$ cat src/design/sram_host_map.vh
// timing constants and field widths for the static memory host controller
`ifndef SRAM_HOST_MAP_VH
`define SRAM_HOST_MAP_VH

// ==========================================================================
// widths
`define ADDR_W              19
`define DATA_W              8

// ==========================================================================
// clock and times in ns (slow grade, the safe default)
`define CLK_PERIOD_NS       8
`define T_CYCLE_NS          70
`define T_ACCESS_NS         70
`define T_WRITE_PULSE_NS    50
`define T_ADDR_TO_END_NS    60
`define T_DATA_SETUP_NS     30
`define T_FLOAT_NS          25
`define T_RECOVERY_NS       70

// ==========================================================================
// least times round up to whole cycles
`define CEIL_CYC(t)         (((t) + `CLK_PERIOD_NS - 1) / `CLK_PERIOD_NS)
`define CNT_W               5
`define CNT_ZERO            5'h00
`define CNT_ONE             5'h01

`endif

$ cat src/design/sram_host_ctrl.v
// host controller driving an asynchronous 512K x 8 static memory
// Contract
// - every read and write cycle lasts at least cycle time.
// - select and write enable overlap at least write pulse width.
// - address stable from write start, held through write end.
// - chip select low long enough before write end.
// - write data valid setup time before write end, hold zero.
// - host never drives pins while device may still drive them.
// - write pulse with output enable low covers setup plus float.
// - deselect before retention; wait a cycle time after leaving.
`timescale 1ns/1ps
`include "sram_host_map.vh"

module sram_host_ctrl (
  // clock and reset
  input  wire                i_clk_sys,
  input  wire                i_arst_n,
  // user request
  input  wire                i_req,
  input  wire                i_req_write,
  input  wire [`ADDR_W-1:0]  i_req_addr,
  input  wire [`DATA_W-1:0]  i_req_wdata,
  input  wire                i_retain,
  output reg                 o_ready,
  output reg                 o_rvalid,
  output reg  [`DATA_W-1:0]  o_rdata,
  // memory pins
  output reg  [`ADDR_W-1:0]  o_word_address,
  output reg                 o_cs_n,
  output reg                 o_oe_n,
  output reg                 o_we_n,
  input  wire [`DATA_W-1:0]  i_data_pins,
  output reg  [`DATA_W-1:0]  o_data_pins,
  output reg                 o_data_pins_oe
);

  // ========================================================================
  // states
  localparam [6:0] ST_IDLE   = 7'h01;
  localparam [6:0] ST_RD     = 7'h02;
  localparam [6:0] ST_WR     = 7'h04;
  localparam [6:0] ST_WR_END = 7'h08;
  localparam [6:0] ST_GAP    = 7'h10;
  localparam [6:0] ST_RETAIN = 7'h20;
  localparam [6:0] ST_WAKE   = 7'h40;

  // ========================================================================
  // cycle counts; one extra cycle on reads covers the two-flop sampling
  localparam [31:0] RD_FULL   = `CEIL_CYC(`T_ACCESS_NS) + 1;
  localparam [31:0] WP_SETUP  = `CEIL_CYC(`T_DATA_SETUP_NS + `T_FLOAT_NS);
  localparam [31:0] WP_ADDR   = `CEIL_CYC(`T_ADDR_TO_END_NS);
  localparam [31:0] WP_FULL   = (WP_SETUP > WP_ADDR) ? WP_SETUP : WP_ADDR;
  localparam [31:0] GAP_FULL  = `CEIL_CYC(`T_FLOAT_NS);
  localparam [31:0] WAKE_FULL = `CEIL_CYC(`T_RECOVERY_NS);
  // counts are small; cut to the counter width on purpose
  localparam [`CNT_W-1:0] CYC_RD   = RD_FULL[`CNT_W-1:0];
  localparam [`CNT_W-1:0] CYC_WP   = WP_FULL[`CNT_W-1:0];
  localparam [`CNT_W-1:0] CYC_GAP  = GAP_FULL[`CNT_W-1:0];
  localparam [`CNT_W-1:0] CYC_WAKE = WAKE_FULL[`CNT_W-1:0];

  reg  [6:0]          state_ff;
  reg  [6:0]          nxt_state;
  reg                 load;
  reg  [`CNT_W-1:0]   load_cnt;
  wire                done;
  reg  [`DATA_W-1:0]  pins_meta_ff;
  reg  [`DATA_W-1:0]  pins_sync_ff;

  sram_host_delay u_delay (
    .i_clk_sys (i_clk_sys),
    .i_arst_n  (i_arst_n),
    .i_load    (load),
    .i_count   (load_cnt),
    .o_done    (done)
  );

  // ========================================================================
  // pin input synchroniser
  always @(posedge i_clk_sys or negedge i_arst_n) begin
    if (!i_arst_n) begin
      pins_meta_ff <= {`DATA_W{1'b0}};
      pins_sync_ff <= {`DATA_W{1'b0}};
    end else begin
      pins_meta_ff <= i_data_pins;
      pins_sync_ff <= pins_meta_ff;
    end
  end

  // ========================================================================
  // next state
  always @* begin
    nxt_state = state_ff;
    load      = 1'b0;
    load_cnt  = `CNT_ZERO;
    case (state_ff)
      ST_IDLE: begin
        if (i_retain) begin
          nxt_state = ST_RETAIN;
        end else if (i_req) begin
          load = 1'b1;
          if (i_req_write) begin
            nxt_state = ST_WR;
            load_cnt  = CYC_WP;
          end else begin
            nxt_state = ST_RD;
            load_cnt  = CYC_RD;
          end
        end
      end
      ST_RD: begin
        if (done) begin
          nxt_state = ST_GAP;
          load      = 1'b1;
          load_cnt  = CYC_GAP;
        end
      end
      ST_WR: begin
        if (done) begin
          nxt_state = ST_WR_END;
        end
      end
      ST_WR_END: begin
        nxt_state = ST_GAP;
        load      = 1'b1;
        load_cnt  = CYC_GAP;
      end
      ST_GAP: begin
        if (done) begin
          nxt_state = ST_IDLE;
        end
      end
      ST_RETAIN: begin
        if (!i_retain) begin
          nxt_state = ST_WAKE;
          load      = 1'b1;
          load_cnt  = CYC_WAKE;
        end
      end
      ST_WAKE: begin
        if (done) begin
          nxt_state = ST_IDLE;
        end
      end
      default: begin
        nxt_state = ST_IDLE;
      end
    endcase
  end

  // ========================================================================
  // pin and answer registers
  always @(posedge i_clk_sys or negedge i_arst_n) begin
    if (!i_arst_n) begin
      state_ff       <= ST_IDLE;
      o_ready        <= 1'b0;
      o_rvalid       <= 1'b0;
      o_rdata        <= {`DATA_W{1'b0}};
      o_word_address <= {`ADDR_W{1'b0}};
      o_cs_n         <= 1'b1;
      o_oe_n         <= 1'b1;
      o_we_n         <= 1'b1;
      o_data_pins    <= {`DATA_W{1'b0}};
      o_data_pins_oe <= 1'b0;
    end else begin
      state_ff <= nxt_state;
      o_rvalid <= 1'b0;
      o_ready  <= (nxt_state == ST_IDLE) && !(state_ff == ST_IDLE && i_req);
      case (nxt_state)
        ST_RD: begin
          if (state_ff == ST_IDLE) begin
            o_word_address <= i_req_addr;
          end
          o_cs_n <= 1'b0;
          o_oe_n <= 1'b0;
          o_we_n <= 1'b1;
        end
        ST_WR: begin
          // select, enable and data all start together, so the device
          // never drives during the write
          if (state_ff == ST_IDLE) begin
            o_word_address <= i_req_addr;
            o_data_pins    <= i_req_wdata;
          end
          o_cs_n         <= 1'b0;
          o_oe_n         <= 1'b1;
          o_we_n         <= 1'b0;
          o_data_pins_oe <= 1'b1;
        end
        ST_WR_END: begin
          // strobes rise first; address and data held one more cycle
          o_cs_n <= 1'b1;
          o_we_n <= 1'b1;
        end
        default: begin
          o_cs_n         <= 1'b1;
          o_oe_n         <= 1'b1;
          o_we_n         <= 1'b1;
          o_data_pins_oe <= 1'b0;
        end
      endcase
      if (state_ff == ST_RD && done) begin
        o_rdata  <= pins_sync_ff;
        o_rvalid <= 1'b1;
      end
    end
  end

endmodule // sram_host_ctrl

$ cat src/design/sram_host_delay.v
// down counter that raises a done flag when a loaded wait runs out
`timescale 1ns/1ps
`include "sram_host_map.vh"

module sram_host_delay (
  // clock and reset
  input  wire                i_clk_sys,
  input  wire                i_arst_n,
  // control
  input  wire                i_load,
  input  wire [`CNT_W-1:0]   i_count,
  // status
  output reg                 o_done
);

  reg [`CNT_W-1:0] cnt_ff;

  // ========================================================================
  // countdown
  always @(posedge i_clk_sys or negedge i_arst_n) begin
    if (!i_arst_n) begin
      cnt_ff <= `CNT_ZERO;
      o_done <= 1'b1;
    end else if (i_load) begin
      cnt_ff <= i_count;
      o_done <= (i_count == `CNT_ZERO);
    end else if (cnt_ff != `CNT_ZERO) begin
      cnt_ff <= cnt_ff - `CNT_ONE;
      o_done <= (cnt_ff == `CNT_ONE);
    end
  end

endmodule // sram_host_delay

$ cat config.mk
export PLATFORM = sky130hd
export DESIGN_NAME = sram_host_ctrl
export DESIGN_NICKNAME = d
export VERILOG_FILES = /design/src/design/sram_host_ctrl.v /design/src/design/sram_host_delay.v
export VERILOG_INCLUDE_DIRS = /design/src /design/src/design
export SDC_FILE = /design/constraint.sdc
export NUM_CORES = 1
export LEC_CHECK = 0
export ABC_AREA = 1
export BUFFER_PORTS_ARGS = -buffer_cell sky130_fd_sc_hd__buf_4
export CORE_ASPECT_RATIO = 1.75
export CORE_MARGIN = 2
export CORE_UTILIZATION = 40
export CTS_BUF_LIST = sky130_fd_sc_hd__clkbuf_2
export CTS_CLUSTER_SIZE = 24
export DETAILED_ROUTE_END_ITERATION = 10
export GPL_TIMING_DRIVEN = 0
export PLACE_DENSITY_LB_ADDON = 0.25
export REMOVE_ABC_BUFFERS = 1
export SKIP_LAST_GASP = 1
export SLEW_MARGIN = 20
export SYNTH_ARGS = -nofsm -noshare
export SYNTH_HDL_FRONTEND = slang
export SYNTH_SLANG_ARGS = --single-unit
$ cat constraint.sdc
create_clock -name i_clk_sys -period 1.8 [get_ports i_clk_sys]
set_input_delay 0.54 -clock i_clk_sys [delete_from_list [all_inputs] [get_ports i_clk_sys]]
set_output_delay 0.54 -clock i_clk_sys [all_outputs]
set_load 0.01 [all_outputs]
After elaboration in Yosys (flattened, before gate mapping):

Index checks and enable logic that the tools add are counted.

* flip-flop bits (word level): 70
* bits in latches: 0
* bits in writable memories: 0
* memory bits (read-only): 0
* input bits: 40
* output and inout port bits: 41
* logic and storage cells: 67
* memories kept: 0

* $add $sub $neg: 1
* $mul: 0
* divide/modulo/power cells: 0
* magnitude comparators: 0
* equal/unequal tests: 12
* shifts and indexed selects: 0
* mux-type cells: 28
* bitwise gates (word level): 0
* reduce and logical (&&, ||, !) cells: 12

Operator list (count)
* 7-bit 2-to-1 mux: 6
* 7-bit one-hot mux with 6 select lines: 1
* 4-bit one-hot mux with 4 select lines: 1
* 7-bit by 1-bit == test with 1-bit output (second input constant): 2
* 7-bit by 2-bit == test with 1-bit output (second input constant): 2
* 7-bit by 3-bit == test with 1-bit output (second input constant): 2
* 7-bit by 4-bit == test with 1-bit output (second input constant): 2
* 4-bit 2-to-1 mux: 3
* 5-bit 2-to-1 mux: 2
* 1-bit 2-to-1 mux: 9
* 7-bit by 5-bit == test with 1-bit output (second input constant): 1
* 7-bit by 6-bit == test with 1-bit output (second input constant): 1
* 7-bit == test (second input constant): 1
* 3-bit 2-to-1 mux: 2
* 2-bit OR reduction: 3
* 5-bit by 1-bit == test with 1-bit output (second input constant): 1
* 5-bit zero test: 1
* 5-bit nonzero test: 1
* 5-bit by 1-bit subtractor with 5-bit output (second input constant): 1
* 1-bit one-hot mux with 2 select lines: 2
* 1-bit one-hot mux with 4 select lines: 1
* 2-bit AND reduction: 2
* 1-bit logical AND: 3
* 2-bit 2-to-1 mux: 1
* other kinds (2): 2

Longest topological paths before layout:

* word-level depth: 7
* mapped depth: 10
* depth with buffers taken out: 10

Hierarchy:

From an unflattened synthesis, not the netlist that was laid out.

* cell total of the unflattened synthesis: 311
* area total of the unflattened synthesis: 2976.6 sq um

Modules (own cells, without submodules)
* sram_host_ctrl: instances 1, cells an instance 257, area each 2583.7 sq um, sequential area each 1606.5 sq um
* sram_host_delay: instances 1, cells an instance 54, area each 392.9 sq um, sequential area each 151.4 sq um

Least setup slack after synthesis:

Ideal clock, no wire load.

* path kind: register to register
* start: register state_ff[0]
* end: register o_data_pins[7]
* setup time: 120 ps
* arrival: 1221 ps
* data required time: 1680 ps
* path slack: 459 ps
* stages on the path, launching flop included: 8
* buffers on the path: 2
* clock period less this slack: 1341 ps
* cells stage by stage: dfstp_2 > nand2_1 > nor2_1 > nand3_2 > buf_6 > buf_6 > o21ai_2 > nand2_1

* word-level cells in the longest chain between the ends: 5
* elaborated cells on any way between the ends: 17
* classes of those cells: eq/ne: 8; mux: 7; reduce/logical: 2

RTL lines
* start: declaration: RTL line sram_host_ctrl.v:61 `reg [6:0] state_ff;`
* start signal: assignment: RTL line sram_host_ctrl.v:165 `state_ff <= nxt_state;`
* 7-bit == test (tied with other cells): RTL line sram_host_ctrl.v:95 `case (state_ff)`
* 2-bit OR reduction (no source line) / 7-bit 2-to-1 mux (equally long branches)
* 7-bit one-hot mux with 6 select lines: RTL line sram_host_ctrl.v:95
* 7-bit by 3-bit == test with 1-bit output: RTL line sram_host_ctrl.v:168 `case (nxt_state)`
* 2-bit AND reduction (no source line) *
* end signal: assignment: RTL line sram_host_ctrl.v:162 `` o_data_pins <= {`DATA_W{1'b0}}; ``
* end signal: assignment: RTL line sram_host_ctrl.v:182 `o_data_pins <= i_req_wdata;`
* end: declaration: RTL line sram_host_ctrl.v:33 `` output reg [`DATA_W-1:0] o_data_pins, ``

Every way passes the cells marked *; elsewhere a longest branch is shown, timed or not.
A chain may end at the register's enable or synchronous reset.

Worst setup path in the final report:

* start: register o_oe_n
* end: output port o_oe_n

RTL lines
* start: declaration: RTL line sram_host_ctrl.v:30 `output reg o_oe_n,`
* start signal: assignment: RTL line sram_host_ctrl.v:160 `o_oe_n <= 1'b1;`
* start signal: assignment: RTL line sram_host_ctrl.v:174 `o_oe_n <= 1'b0;`
* start signal: assignment: RTL line sram_host_ctrl.v:185 `o_oe_n <= 1'b1;`

No word-level cell between the ends.

==> reports/qor.yml <==
wirelength_mm: 6.34
p_leak_nw: 2.00
die_h_um: 116
netlist_area_mm2: 0.00288
cap_viol_max_count: 0
power_frac_comb_pct: 39.8
endpoint_kind: "output port"
synth_commonest_cells: "127 x nand2_1, 65 x dfrtp_1, 17 x inv_1, 15 x nor2_1, 14 x nand3_1"
power.density_mw_per_mm2: 1470
clock-root-buffer: "clkbuf_2"
synthArstFlopShare_pct: 100
routedWlPerCell_um: 13.1
status: "finished clean"
preCtsSetupSlack_ps: -365
yosysMostFrequentCell: "nand2_1"
synth_top_area_share_pct: 56.6
fin_util_pct: 53.7
dp_hpwl_mm: 4.41
place.gp.congestion: 0.820
antenna_found_initial: 1
clk_pin_slew_ps: 210
nNetsFinal: 438
grt_pass1_vias: 2242
rsz0062_at_grt: "true"
seqPwrFrac_pct: 43.2
drc_errors: 0
critPathMaxFanout: 2
synth_top_area_cell: "dfrtp_1"
post_route_cells_drive_above_1_share_pct: 32.8
fp.coreArea_mm2: 0.00691
final-max-slew-violation-count: 0
area_growth_pct: 29.0
cpLargestDelayFamily: "flip-flops"
synthCells: 305
switching_share_pct: 38.2
p_total_mw: 5.44
die_w_um: 68.1
ioPinCount: 81
die_area_mm2: 0.00791
tightest_slew_ps: 862
yosys_warnings: 0
synthTopCellsByArea: "dfrtp_1 57%, nand2_1 17%, dfstp_2 4.6%"
grt_overflow: 0
cts_buffers: 9
synth_ff_type: "dfrtp_1"
crit_buf_inv: 1
p_int_mw: 3.36
io_buffer_count: 80
yosysUniqueCellTypes: 29
path_cells: "buf_6"
critPathKind: "flop to output port"
worst_slew_margin_rel_pct: 42.6
dr.first_iter.drc_count: 118
finalHoldViolCount: 0
p_sw_mw: 2.08
grt_max_degree: 71
vias_per_cell: 4.66
fin_crit_sh_pct: 96.4
worstPathRequired_ps: 1260
p_clk_share_pct: 16.9
synth.avg_cell_area_um2: 9.43
antenna_left: 0
clock_latency_ps: 520
vias: 2258
worst_hold_slack_ps: 73.4
cts_sinks: 70
setup_viol: 0
rows: 40
r2r_slack_ps: 160
fin_area_mm2: 0.00371
cts_buffer_depth: 2
synth-seq-cells: 70
drt_pass1_iterations: 4
setup_ws_ps: 64.0
fmax_mhz: 576
hp-class: "input port to async pin"
arrival_ps: 1200
max-vdd-ir-drop_v: 0.000749
cts-htree-levels: 3
dpl_cell_area_mm2: 0.00353
fill_cells: 677
grt_usage_pct: 18.0
synth_edf_count: 0
cts_tree: "done"
layout_min_cycle_time_ps: 1740
grt_pass1_wl_mm: 10.4
cp_slowest_cell: "dfstp_2"
start_util_pct: 41.6
cts_hold_buf: 0
clock_skew_ps: 27.1
yosysSeqAreaShare_pct: 61.1
startpoint_type: "flop"
max_stage_delay_ps: 580
[path summary, 6_finish.rpt]
path / from / endpoint / depth (start not counted)
setup / recovery: o_oe_n / o_oe_n / 1
hold / removal: i_arst_n / o_data_pins[3] / 1
setup reg to reg: state_ff[0] / o_rdata[6] / 7
hold reg to reg: pins_meta_ff[2] / pins_sync_ff[2] / 0
max in group asynchronous: i_arst_n / o_rdata[2] / 1
min in group i_clk_sys: i_data_pins[0] / pins_meta_ff[0] / 1
[per-stage QoR]
step	cells	TNS, ps
global placement	463	-8620
floorplan	299	0
CTS	479	0
finish	485	0
global route	485	-6.18
detailed placement	463	-9380
[layer usage]
layer,wire length [um],track usage (%),vias up
met4,181,11.5,0
met5,0,0,-
met3,263,3.18,15
met1,2530,21.0,1055
li1,-,-,1132
met2,3370,29.9,56
[cells in the final DEF, fill, tap and decap left out, types with 3 or more instances in the layout]
cell	count
nand2_1	127
buf_4	81
dfrtp_1	65
inv_1	17
nor2_1	14
nand3_1	14
o21ai_0	12
clkbuf_2	9
inv_2	7
dfstp_2	5
a21oi_1	4
nor2_2	3
nor2_4	3
o21ai_2	3
nand4_1	3
ha_1	3
buf_6	3
[power by group through the flow]
stage,combinational (mW),clock (mW),sequential [mW]
floorplan,1.03,0,2.51
finish,2.17,0.921,2.35
global route,2.44,1.02,2.42
detailed placement,2.10,0,2.37
CTS,2.11,0.955,2.35
global placement,2.05,0,2.37
[flip-flops by register name, summed over array words and instances (netlist names), 5 cells and up]
register / cells
pins_meta_ff: 8
o_word_address: 19
u_delay.cnt_ff: 5
pins_sync_ff: 8
o_data_pins: 8
o_rdata: 8
state_ff: 7
[final cells by class]
cell class	count	area, um2	area share, %
Sequential cell	70	1760	47.4
Multi-Input combinational cell	204	986	26.6
Antenna cell	1	2.50	0.0675
Tap cell	84	105	2.83
Inverter	26	100	2.70
Clock buffer	9	45.0	1.21
Timing Repair Buffer	84	642	17.3
Clock inverter	7	71.3	1.92
[timing repair]
item                                    4_1_cts  5_1_grt
gates resized for setup                       2        4
gates cloned                                  0        1
endpoints found under the setup margin       33       30
pin swaps                                     0        1
buffers inserted                              0        4
[logic make-up (layout without fill, tap and decap cells)]
logic type / Yosys count / in the layout / share of synthesized area [%]
AND/OR/NAND/NOR: 172 / 173 / 26.2
XOR/XNOR: 3 / 3 / 0.914
AO/OA/AOI/OAI: 25 / 25 / 5.22
adder cells (fa/ha/maj): 3 / 3 / 1.31
other: 0 / 1 / 0
buffers and inverters: 32 / 126 / 5.26
flip-flops: 70 / 70 / 61.1
Power figures use the tool's default switching activity.
